**config.mk**
```make
export PLATFORM = sky130hd
export DESIGN_NAME = serial_framer
export DESIGN_NICKNAME = d
export VERILOG_FILES = /design/src/inc/framer_pkg.sv /design/src/hw/serial_framer.sv
export SDC_FILE = /design/constraint.sdc
export NUM_CORES = 1
export LEC_CHECK = 0
export ABC_AREA = 1
export BUFFER_PORTS_ARGS = -buffer_cell sky130_fd_sc_hd__buf_2
export CORE_MARGIN = 5
export CORE_UTILIZATION = 65
export CTS_BUF_LIST = sky130_fd_sc_hd__clkbuf_8
export CTS_CLUSTER_DIAMETER = 120
export CTS_CLUSTER_SIZE = 14
export DETAILED_ROUTE_END_ITERATION = 7
export PLACE_DENSITY = 0.87
export SLEW_MARGIN = 10
export SYNTH_ARGS = -nofsm -noshare
export SYNTH_HDL_FRONTEND = slang
export SYNTH_SLANG_ARGS = --single-unit
```
**constraint.sdc**
```tcl
create_clock -name clock -period 3.6 [get_ports clock]
set_clock_uncertainty 0.15 [all_clocks]
set_input_delay 0.18 -clock clock [delete_from_list [all_inputs] [get_ports clock]]
set_output_delay 0.18 -clock clock [all_outputs]
set_load 0.02 [all_outputs]
```
**src/inc/framer_pkg.sv**
```systemverilog
// constants and types shared by the serial framer
package framer_pkg;
    localparam int unsigned CLK_HZ          = 125000000;
    localparam int unsigned DEFAULT_BAUD    = 9600;
    localparam int unsigned HALF_DIV_CALC   = CLK_HZ / (DEFAULT_BAUD * 2);
    localparam logic [15:0] DEFAULT_HALF_DIV = HALF_DIV_CALC[15:0];
    localparam int          DIV_W           = 16;
    localparam int          CHAR_W          = 8;
    localparam logic [3:0]  CHAR_BITS       = 4'h8;
    localparam logic [3:0]  MIN_DATA_BITS   = 4'h5;
    localparam logic [2:0]  HALVES_PER_BIT  = 3'h2;
    localparam logic [2:0]  HALVES_STOP_1   = 3'h2;
    localparam logic [2:0]  HALVES_STOP_15  = 3'h3;
    localparam logic [2:0]  HALVES_STOP_2   = 3'h4;
    localparam logic [1:0]  STOP_1          = 2'h0;
    localparam logic [1:0]  STOP_15         = 2'h1;
    localparam logic [1:0]  PAR_NONE        = 2'h0;
    localparam logic [1:0]  PAR_EVEN        = 2'h1;
    localparam logic [1:0]  PAR_ODD         = 2'h2;
    localparam logic [1:0]  BITS_5          = 2'h0;
    localparam logic [1:0]  BITS_6          = 2'h1;
    localparam logic [1:0]  BITS_7          = 2'h2;
    localparam logic        LINE_IDLE       = 1'h1;
    localparam logic        LINE_START      = 1'h0;

    typedef enum logic [4:0] {
        TX_IDLE  = 5'b00001,
        TX_START = 5'b00010,
        TX_DATA  = 5'b00100,
        TX_PAR   = 5'b01000,
        TX_STOP  = 5'b10000
    } tx_state_e;

    typedef enum logic [4:0] {
        RX_IDLE  = 5'b00001,
        RX_START = 5'b00010,
        RX_DATA  = 5'b00100,
        RX_PAR   = 5'b01000,
        RX_STOP  = 5'b10000
    } rx_state_e;
endpackage
```
**src/hw/serial_framer.sv**
```systemverilog
// asynchronous and synchronous character framer
//
// Behaviour
// - async characters start with one start bit then 5 to 8 data bits.
// - async characters end with 1, 1.5 or 2 stop bit times.
// - with parity on, one parity bit sits after data, before stop bits.
// - parity is even, odd or none, set so the count of ones matches.
// - both ends use the same baud, parity, data and stop settings.
// - sync receive samples data on each rising edge of the remote clock.
// - in sync mode each direction is timed by its sender's clock, rates independent.
// - sync receive hunts the sync flag, then packs each 8 bits.
// - packing runs until the end-of-text pattern; further sync flags are dropped.
// - sync transmit sends sync characters when idle and before a block.
`timescale 1ns/10ps
`default_nettype none
module serial_framer
    import framer_pkg::*;
(
    input  wire logic                        clock,
    input  wire logic                        reset,
    input  wire logic                        sync_mode,
    input  wire logic [1:0]                  data_bits_sel,
    input  wire logic [1:0]                  parity_sel,
    input  wire logic [1:0]                  stop_sel,
    input  wire logic [framer_pkg::DIV_W-1:0] half_bit_div,
    input  wire logic [framer_pkg::CHAR_W-1:0] sync_pattern,
    input  wire logic [framer_pkg::CHAR_W-1:0] eot_pattern,
    input  wire logic [framer_pkg::CHAR_W-1:0] tx_data,
    input  wire logic                        tx_valid,
    output logic                             tx_ready,
    output logic [framer_pkg::CHAR_W-1:0]    rx_data,
    output logic                             rx_parity_err,
    output logic                             rx_frame_err,
    output logic                             rx_valid,
    input  wire logic                        rx_ready,
    output logic                             rx_overrun,
    output logic                             rx_eot,
    output logic                             rx_locked,
    output logic                             txd,
    output logic                             txclk_out,
    input  wire logic                        rxd,
    input  wire logic                        rxclk_in
);
    import framer_pkg::*;

    localparam int ENT_W = CHAR_W + 2;

    function automatic logic [CHAR_W-1:0] data_mask(input logic [1:0] sel);
        data_mask = (sel == BITS_5) ? 8'h1F :
                    (sel == BITS_6) ? 8'h3F :
                    (sel == BITS_7) ? 8'h7F : 8'hFF;
    endfunction

    function automatic logic par_bit(input logic [CHAR_W-1:0] d,
                                     input logic [1:0] sel,
                                     input logic [1:0] mode);
        logic ones;
        ones = ^(d & data_mask(sel));
        par_bit = (mode == PAR_ODD) ? ~ones : ones;
    endfunction

    logic [3:0] nbits;
    logic [2:0] stop_halves;
    assign nbits = MIN_DATA_BITS + {2'h0, data_bits_sel};
    assign stop_halves = (stop_sel == STOP_1)  ? HALVES_STOP_1 :
                         (stop_sel == STOP_15) ? HALVES_STOP_15 :
                         HALVES_STOP_2;

    // input synchronisers
    logic [2:0] rxd_s_r;
    logic [2:0] rxclk_s_r;
    always_ff @(posedge clock) begin
        if (reset) begin
            rxd_s_r   <= {3{LINE_IDLE}};
            rxclk_s_r <= 3'h0;
        end else begin
            rxd_s_r   <= {rxd_s_r[1:0], rxd};
            rxclk_s_r <= {rxclk_s_r[1:0], rxclk_in};
        end
    end
    logic rxd_q;
    logic rxd_fall;
    logic rxclk_rise;
    assign rxd_q      = rxd_s_r[1];
    assign rxd_fall   = rxd_s_r[2] & ~rxd_s_r[1];
    assign rxclk_rise = ~rxclk_s_r[2] & rxclk_s_r[1];

    // transmitter
    tx_state_e         tx_state_r, tx_state_nxt;
    logic [DIV_W-1:0]  tx_div_r, tx_div_nxt;
    logic [2:0]        tx_half_r, tx_half_nxt;
    logic [3:0]        tx_left_r, tx_left_nxt;
    logic [CHAR_W-1:0] tx_shift_r, tx_shift_nxt;
    logic              tx_par_r, tx_par_nxt;
    logic              txd_r, txd_nxt;
    logic              txclk_r, txclk_nxt;
    logic              tx_block_r, tx_block_nxt;
    logic              tx_tick;
    logic              tx_bit_end;
    logic              take;

    assign tx_tick = (tx_div_r == '0);
    assign tx_ready = take & ~reset;

    always_comb begin
        tx_state_nxt = tx_state_r;
        tx_div_nxt   = tx_tick ? half_bit_div - 1'b1 : tx_div_r - 1'b1;
        tx_half_nxt  = tx_half_r;
        tx_left_nxt  = tx_left_r;
        tx_shift_nxt = tx_shift_r;
        tx_par_nxt   = tx_par_r;
        txd_nxt      = txd_r;
        txclk_nxt    = txclk_r;
        tx_block_nxt = tx_block_r;
        take         = 1'b0;
        tx_bit_end   = 1'b0;
        if (tx_tick) begin
            tx_half_nxt = tx_half_r + 3'h1;
            if (tx_state_r == TX_STOP)
                tx_bit_end = (tx_half_r == stop_halves - 3'h1);
            else
                tx_bit_end = (tx_half_r == HALVES_PER_BIT - 3'h1);
            txclk_nxt = sync_mode & ~tx_bit_end & (tx_state_r == TX_DATA);
            if (tx_bit_end)
                tx_half_nxt = 3'h0;
        end
        case (tx_state_r)
            TX_IDLE: begin
                if (tx_tick) begin
                    tx_half_nxt = 3'h0;
                    if (sync_mode) begin
                        // sync when idle and ahead of block
                        take = tx_valid & tx_block_r;
                        tx_block_nxt = tx_valid;
                        tx_shift_nxt = take ? tx_data : sync_pattern;
                        tx_left_nxt  = CHAR_BITS;
                        txd_nxt      = tx_shift_nxt[0];
                        txclk_nxt    = 1'b0;
                        tx_state_nxt = TX_DATA;
                    end else if (tx_valid) begin
                        take = 1'b1;
                        tx_shift_nxt = tx_data;
                        tx_left_nxt  = nbits;
                        tx_par_nxt   = par_bit(tx_data, data_bits_sel,
                                               parity_sel);
                        txd_nxt      = LINE_START;
                        tx_state_nxt = TX_START;
                    end else begin
                        txd_nxt = LINE_IDLE;
                    end
                end
            end
            TX_START: begin
                if (tx_bit_end) begin
                    txd_nxt      = tx_shift_r[0];
                    tx_state_nxt = TX_DATA;
                end
            end
            TX_DATA: begin
                if (tx_bit_end) begin
                    tx_shift_nxt = tx_shift_r >> 1;
                    tx_left_nxt  = tx_left_r - 4'h1;
                    txd_nxt      = tx_shift_nxt[0];
                    if (tx_left_r == 4'h1) begin
                        if (sync_mode) begin
                            tx_state_nxt = TX_IDLE;
                        end else if (parity_sel != PAR_NONE) begin
                            txd_nxt      = tx_par_r;
                            tx_state_nxt = TX_PAR;
                        end else begin
                            txd_nxt      = LINE_IDLE;
                            tx_state_nxt = TX_STOP;
                        end
                    end
                end
            end
            TX_PAR: begin
                if (tx_bit_end) begin
                    txd_nxt      = LINE_IDLE;
                    tx_state_nxt = TX_STOP;
                end
            end
            TX_STOP: begin
                if (tx_bit_end)
                    tx_state_nxt = TX_IDLE;
            end
            default: tx_state_nxt = TX_IDLE;
        endcase
    end

    always_ff @(posedge clock) begin
        if (reset) begin
            tx_state_r <= TX_IDLE;
            tx_div_r   <= '0;
            tx_half_r  <= 3'h0;
            tx_left_r  <= 4'h0;
            tx_shift_r <= '0;
            tx_par_r   <= 1'b0;
            txd_r      <= LINE_IDLE;
            txclk_r    <= 1'b0;
            tx_block_r <= 1'b0;
        end else begin
            tx_state_r <= tx_state_nxt;
            tx_div_r   <= tx_div_nxt;
            tx_half_r  <= tx_half_nxt;
            tx_left_r  <= tx_left_nxt;
            tx_shift_r <= tx_shift_nxt;
            tx_par_r   <= tx_par_nxt;
            txd_r      <= txd_nxt;
            txclk_r    <= txclk_nxt;
            tx_block_r <= tx_block_nxt;
        end
    end
    assign txd       = txd_r;
    assign txclk_out = txclk_r;

    // receiver, both modes
    rx_state_e         rx_state_r, rx_state_nxt;
    logic [DIV_W-1:0]  rx_div_r, rx_div_nxt;
    logic              rx_half_r, rx_half_nxt;
    logic [3:0]        rx_left_r, rx_left_nxt;
    logic [CHAR_W-1:0] rx_shift_r, rx_shift_nxt;
    logic              rx_perr_r, rx_perr_nxt;
    logic              locked_r, locked_nxt;
    logic              eot_r, eot_nxt;
    logic              push;
    logic [ENT_W-1:0]  push_ent;
    logic              rx_tick;
    logic              samp;
    logic [CHAR_W-1:0] win;

    assign rx_tick = (rx_div_r == '0);
    assign samp    = rx_tick & rx_half_r;
    assign win     = {rxd_q, rx_shift_r[CHAR_W-1:1]};

    always_comb begin
        rx_state_nxt = rx_state_r;
        rx_div_nxt   = rx_tick ? half_bit_div - 1'b1 : rx_div_r - 1'b1;
        rx_half_nxt  = rx_tick ? ~rx_half_r : rx_half_r;
        rx_left_nxt  = rx_left_r;
        rx_shift_nxt = rx_shift_r;
        rx_perr_nxt  = rx_perr_r;
        locked_nxt   = locked_r;
        eot_nxt      = 1'b0;
        push         = 1'b0;
        push_ent     = {2'h0, rx_shift_r};
        if (sync_mode) begin
            rx_state_nxt = RX_IDLE;
            if (rxclk_rise) begin
                rx_shift_nxt = win;
                rx_left_nxt  = rx_left_r - 4'h1;
                if (!locked_r) begin
                    if (win == sync_pattern) begin
                        locked_nxt  = 1'b1;
                        rx_left_nxt = CHAR_BITS;
                    end
                end else if (rx_left_r == 4'h1) begin
                    rx_left_nxt = CHAR_BITS;
                    // stop on end of text, drop sync flag
                    if (win == eot_pattern) begin
                        locked_nxt = 1'b0;
                        eot_nxt    = 1'b1;
                    end else if (win != sync_pattern) begin
                        push     = 1'b1;
                        push_ent = {2'h0, win};
                    end
                end
            end
        end else begin
            locked_nxt = 1'b0;
            case (rx_state_r)
                RX_IDLE: begin
                    if (rxd_fall) begin
                        rx_div_nxt   = half_bit_div - 1'b1;
                        rx_half_nxt  = 1'b1;
                        rx_state_nxt = RX_START;
                    end
                end
                RX_START: begin
                    if (samp) begin
                        rx_left_nxt  = nbits;
                        rx_shift_nxt = '0;
                        rx_state_nxt = (rxd_q == LINE_START) ? RX_DATA
                                                             : RX_IDLE;
                    end
                end
                RX_DATA: begin
                    if (samp) begin
                        rx_shift_nxt = win;
                        rx_left_nxt  = rx_left_r - 4'h1;
                        if (rx_left_r == 4'h1) begin
                            rx_shift_nxt = win >> (CHAR_BITS - nbits);
                            rx_perr_nxt  = 1'b0;
                            rx_state_nxt = (parity_sel != PAR_NONE)
                                           ? RX_PAR : RX_STOP;
                        end
                    end
                end
                RX_PAR: begin
                    if (samp) begin
                        rx_perr_nxt = rxd_q != par_bit(rx_shift_r,
                                           data_bits_sel, parity_sel);
                        rx_state_nxt = RX_STOP;
                    end
                end
                RX_STOP: begin
                    if (samp) begin
                        push     = 1'b1;
                        push_ent = {rx_perr_r, rxd_q != LINE_IDLE,
                                    rx_shift_r};
                        rx_state_nxt = RX_IDLE;
                    end
                end
                default: rx_state_nxt = RX_IDLE;
            endcase
        end
    end

    always_ff @(posedge clock) begin
        if (reset) begin
            rx_state_r <= RX_IDLE;
            rx_div_r   <= '0;
            rx_half_r  <= 1'b0;
            rx_left_r  <= 4'h0;
            rx_shift_r <= '0;
            rx_perr_r  <= 1'b0;
            locked_r   <= 1'b0;
            eot_r      <= 1'b0;
        end else begin
            rx_state_r <= rx_state_nxt;
            rx_div_r   <= rx_div_nxt;
            rx_half_r  <= rx_half_nxt;
            rx_left_r  <= rx_left_nxt;
            rx_shift_r <= rx_shift_nxt;
            rx_perr_r  <= rx_perr_nxt;
            locked_r   <= locked_nxt;
            eot_r      <= eot_nxt;
        end
    end
    assign rx_locked = locked_r;
    assign rx_eot    = eot_r;

    // two-entry receive buffer, head always in slot 0
    logic [ENT_W-1:0] ent0_r, ent0_nxt;
    logic [ENT_W-1:0] ent1_r, ent1_nxt;
    logic [1:0]       cnt_r, cnt_nxt;
    logic             ovr_r, ovr_nxt;
    logic             pop;

    assign pop = rx_ready & (cnt_r != 2'h0);

    always_comb begin
        ent0_nxt = ent0_r;
        ent1_nxt = ent1_r;
        cnt_nxt  = cnt_r;
        ovr_nxt  = push & ~pop & (cnt_r == 2'h2);
        if (pop) begin
            ent0_nxt = ent1_r;
            cnt_nxt  = cnt_r - 2'h1;
        end
        if (push && !(cnt_r == 2'h2 && !pop)) begin
            if (cnt_nxt == 2'h0)
                ent0_nxt = push_ent;
            else
                ent1_nxt = push_ent;
            cnt_nxt = cnt_nxt + 2'h1;
        end
    end

    always_ff @(posedge clock) begin
        if (reset) begin
            ent0_r <= '0;
            ent1_r <= '0;
            cnt_r  <= 2'h0;
            ovr_r  <= 1'b0;
        end else begin
            ent0_r <= ent0_nxt;
            ent1_r <= ent1_nxt;
            cnt_r  <= cnt_nxt;
            ovr_r  <= ovr_nxt;
        end
    end
    assign rx_valid      = (cnt_r != 2'h0);
    assign rx_data       = ent0_r[CHAR_W-1:0];
    assign rx_frame_err  = ent0_r[CHAR_W];
    assign rx_parity_err = ent0_r[CHAR_W+1];
    assign rx_overrun    = ovr_r;
endmodule
`default_nettype wire

```
# Word level (Yosys, flattened, before mapping)

Cells that the tools add are included.

Input bits: 53
Word-level logic and storage cells: 243
Output and inout bits: 17
Register bits after elaboration: 106

Mux-type cells: 115
Bitwise logic cells: 25
$add $sub $neg: 11
Reduce and logical (&&, ||, !) cells: 29
Equality and inequality tests: 39
Shift operators: 1

Operators by type and width:

| cell                  | number |
|---|---|
| $mux 8                | 18 |
| $mux 16               | 5 |
| $mux 5                | 16 |
| $mux 10               | 6 |
| $pmux 5 s5            | 2 |
| $sub 16x1->16 const B | 3 |
| $mux 4                | 11 |
| $mux 1                | 42 |
| $logic_not 16->1      | 2 |
| $pmux 8 s2            | 2 |
| $ne 2x2->1 const B    | 11 |
| $mux 3                | 7 |
| $and 8x8->8           | 2 |
| $eq 8x8->1            | 2 |
| $pmux 4 s2            | 2 |
| $reduce_xor 8->1      | 2 |
| $not 1->1             | 13 |
| $reduce_and 4->1      | 3 |
| $and 1x1->1           | 10 |
| $eq 5x1->1 const B    | 2 |
| $eq 5x2->1 const B    | 2 |
| $eq 5x3->1 const B    | 2 |
| $eq 5x4->1 const B    | 2 |
| $eq 5x5->1 const B    | 2 |
| 33 further kinds      | 51 |

# Logic depth before layout (Yosys ltp)

Depth after elaboration: 14
Depth in mapped cells: 15
Gate-level depth less buffers: 14

# Worst setup path before layout

No wires, ideal clock.

Kind: flip-flop to output port
Start: register tx_div_r[0]
End: output port tx_ready
Path slack: 1332 ps
Stages on the path, launching flop included: 10
Data required time: 3270 ps
Path buffers: 1
Arrival time: 1938 ps
Path through: dfxtp_1 inv_1 ha_1 inv_1 nor2_4 nand4_4 nor2_8 inv_4 buf_2 nor4_1

Word-level cells in the longest chain between the ends: 4

RTL lines:

| item                     | line                 | RTL |
|---|---|---|
| start: declaration       | serial_framer.sv:90  | `logic [DIV_W-1:0] tx_div_r, tx_div_nxt;` |
| start signal: assignment | serial_framer.sv:204 | `tx_div_r <= tx_div_nxt;` |
| $logic_not 16->1         | serial_framer.sv:102 | `assign tx_tick = (tx_div_r == '0);` |
| $mux 1                   | serial_framer.sv:129 | `if (tx_tick) begin` |
| $mux 1                   | serial_framer.sv:127 | `case (tx_state_r)` |
| $and 1x1->1              | serial_framer.sv:103 | `assign tx_ready = take & ~reset;` |
| end: declaration         | serial_framer.sv:30  | `output logic tx_ready,` |

Every way passes these cells.

# Worst setup path after layout

Start: register rx_div_r[13]
End: register rx_shift_r[5]

Word-level cells in the longest chain between the ends: 4
Elaborated cells on any way between the ends: 5
Classes of those cells: 2 x eq/ne; 1 x bitwise; 2 x reduce/logical

RTL lines:

| item                           | line                 | RTL |
|---|---|---|
| start: declaration             | serial_framer.sv:219 | `logic [DIV_W-1:0] rx_div_r, rx_div_nxt;` |
| start signal: assignment       | serial_framer.sv:331 | `rx_div_r <= rx_div_nxt;` |
| $logic_not 16->1 (*)           | serial_framer.sv:232 | `assign rx_tick = (rx_div_r == '0);` |
| $and 1x1->1 (*)                | serial_framer.sv:233 | `assign samp = rx_tick & rx_half_r;` |
| $ne 3x3->1 (no line)           | -                    |  |
| $reduce_and 4->1 (no line) (*) | -                    |  |
| end signal: assignment         | serial_framer.sv:334 | `rx_shift_r <= rx_shift_nxt;` |
| end: declaration               | serial_framer.sv:222 | `logic [CHAR_W-1:0] rx_shift_r, rx_shift_nxt;` |

Every way passes the cells marked *; elsewhere a longest branch is shown, timed or not.
A chain may end at the register's enable or synchronous reset.

==> impl_results.md <==
- Clock Latency Late Sink: around 0.38 ns
- Tmin final: slightly below 3 ns
- Antenna Nets Post-Route: 0
- Vias in the first global route: 6402
- Setup ws final: around 0.70 ns
- Clock net sink count: ~110
- Status: finished, final reports clean
- Die Span Y: approximately 110 um
- Initial antenna violation count: 0
- Seq pwr share: 37.2%
- Syn Nets: roughly 1100
- Post-synthesis sequential area ratio: roughly 30%
- Global-route wire length before repair: between 20000 and 30000 um
- Combinational share of power: ~48%
- Hold crit path type: in -> reg
- Final period util: between 80% and 90%
- DP Area: between 0.007 and 0.008 mm2
- Total grt overflow: 0
- Worst stage delay on the critical path: 0.44 ns
- Critical Path AT: 3.04 ns
- Worst path cell trace: nor2_1 -> inv_1 -> nor3_1 -> nand4_1 -> nor4_1 -> ha_1 -> inv_1 -> nor2_1 -> nand2_1 -> nand2_1 -> inv_1 -> o21ai_0 -> a21oi_1
- Synthesis-stage register bit count: between 100 and 150
- Final wirelength: 17200 um
- CP max FO: 21
- Initial DRC count: about 560
- CP dominant cell by count: inv_1
- Setup Crit Path Kind: reg -> reg
- Commonest cells in the netlist: 214 x nand2_1, 145 x nor2_1, 132 x inv_1
- DRC viols: 0
- Fin cells: 1251
- Row cnt: 38
- ANT cells: 0
- Io pins: 70
- Setup TNS: 0 ns
- Placed Cells: around 1200
- Pleak: around 3.5 nW
- WL/cell: around 14 um
- Mapped Area: 0.00703 mm2
- Req. time, crit path: ~3.7 ns
- Critical Path Slowest Stage Cell: nand2_1
- Critical Path End Type: flip-flop
- Sw Pwr: roughly 2 mW
- Worst-Margin Slew: between 0.6 and 0.7 ns
- CTS tree: done
- CTS buffer count: 9
- GPL Wtd Cong: around 0.95
- Pwr Total: ~4.4 mW
- Unrepaired setup endpoints after global routing: false
- Rel. slew slack: 55.5%
- Pin count of the biggest net entering global routing: 70
- Area taken by flip-flops and latches: approximately 0.0021 mm2
- DP Worst Slack: about 0.8 ns
- Final setup fails: 0
- PortBufs: 69
- H-tree depth: 3
- Layout cell share with drive strength beyond 1: 13.1%
- Core area: between 0.01 and 0.015 mm2
- Vias: between 6000 and 7000
- Clock transition at path regs: between 0.1 and 0.15 ns
- Clock root cell: clkbuf_8
- EDFF count, synth: 0
- Maxcap violations: 0
- Final hold slack: 0.0190 ns
- Width of the die: around 110 um
- Vias/cell: roughly 5.5
- Post-synth top area share: ~30%
- CTS Buffer Depth: 2
- Post CTS Setup Buffer Count: 0
- Dominant register cell in the synthesized netlist: dfxtp_1
- Cell taking the most area after synthesis: dfxtp_1
- Top delay family on crit path: simple AND/OR/NAND/NOR gates
- DR pass1 iterations: 6
- Fill count: around 960
- Synth cell types: 50
- Layout area overhead: 7.19%
- Mapped Cells: between 1000 and 1500
- Fmax: approximately 340 MHz
- Warnings from Yosys: 0
- Detailed-placement wirelength estimate: between 10000 and 15000 um
- Fin. max-slew vios: 0
- Internal power: ~2.4 mW
- Crit path buffers/inverters: 3
- Final Core Density: 70.4%
- P per Cell Area: slightly below 600 mW/mm2
- Worst VDD drop: 449 uV
- Switching part of the total power: 45.5%
- Clock power share: 15.2%
- Area contributors post-synth: dfxtp_1 30%, nand2_1 11%, nor2_1 7.7%
- Post-route cell area: between 0.007 and 0.008 mm2
- Most common cell in the netlist: nand2_1
- Initial Util: between 60% and 70%
- Syn Area/Cell: ~6.6 um2
- Multi-input gate area: between 0.004 and 0.005 mm2
- Die area: 0.0130 mm2
- Total GRT Usage: between 20% and 30%
- CP Launch Type: flip-flop
- Final Hold Fails: 0
- Nets: around 1200
- Async set or reset register ratio after synthesis: 0%
worst register-to-register path, cell delays in order (launching register included):
cell and delay (ns):
dfxtp_1 0.32, nor2_1 0.17, inv_1 0.09, nor3_1 0.23, nand4_1 0.12, nor4_1 0.22
ha_1 0.21, inv_1 0.06, nor2_1 0.27, nand2_1 0.09, nand2_1 0.44, inv_1 0.18
o21ai_0 0.20, a21oi_1 0.05
worst paths after layout:
check	start	end	depth (start not counted)	slack, ns
hold reg to reg	rxclk_s_r[0]	rxclk_s_r[1]	2	0.25
hold / removal	half_bit_div[14]	tx_div_r[14]	4	0.02
setup reg to reg	rx_div_r[13]	rx_shift_r[5]	13	0.70
setup / recovery	rx_div_r[13]	rx_shift_r[5]	13	0.70
cell usage in the layout (no fill, tap or decap), types with 17 or more instances in the layout:
cell type  netlist  routed
xnor2_1         24      24
ha_1            17      17
inv_1          132     133
o21ai_0         79      79
dfxtp_1        106     106
a21oi_1         72      72
buf_2           13      69
nand3_1         51      51
nand2_1        214     214
xor2_1          37      37
nand4_1         28      28
nor2_1         145     145
sequential cells by signal (all words and copies together), names as in the netlist, named ones only:
signal      count
rx_shift_r      8
rx_div_r       16
rxclk_s_r       3
rx_state_r      5
rx_overrun      1
tx_state_r      5
txd             1
rxd_s_r         3
rx_perr_r       1
rx_left_r       4
tx_par_r        1
tx_block_r      1
tx_left_r       4
txclk_out       1
rx_eot          1
ent0_r         10
cnt_r           2
rx_locked       1
tx_div_r       16
tx_shift_r      8
ent1_r         10
rx_half_r       1
kinds of logic (layout without fill, tap and decap cells):
| kind of cell | count (synthesis) | after routing | synth area share (%) |
|---|---|---|---|
| fa+ha+maj | 17 | 17 | 3.03 |
| xor+xnor | 61 | 61 | 7.60 |
| compound gates | 191 | 191 | 14.7 |
| buf+inv | 186 | 237 | 11.1 |
| flops | 106 | 106 | 30.2 |
| simple gates | 499 | 499 | 33.3 |
routing by layer:
| metal | GRT usage (%) | share of wire, % | vias up |
|---|---|---|---|
| met3 | 2.55 | 6.1 | 33 |
| met5 | 0 | 0 | - |
| met1 | 37.7 | 45 | 3085 |
| met4 | 9.11 | 2.0 | 0 |
| met2 | 44.1 | 47 | 226 |
| li1 | - | - | 3491 |
cell type report:
class | count | area share [%]
Tap cell | 140 | 2.33
Timing Repair Buffer | 75 | 5.28
Sequential cell | 106 | 28.2
Inverter | 147 | 7.36
Clock buffer | 9 | 1.64
Multi-Input combinational cell | 768 | 54.7
Clock inverter | 6 | 0.482
what timing repair did:
item,CTS,global route
hold buffers,3,0
endpoints found under the setup margin,0,0
endpoints found under the hold margin,4,0
gates resized for setup,0,0
power by group through the flow:
stage          registers [mW]  clock network [mW]  logic [mW]
6_report                 1.63               0.666        2.09
5_1_grt                  1.67               0.718        2.41
4_1_cts                  1.63               0.665        2.08
3_5_place_dp             1.65                   0        2.06
3_3_place_gp             1.64                   0        2.00
2_1_floorplan            1.61                   0        1.72
No activity file was read; power rests on OpenSTA's default activity.
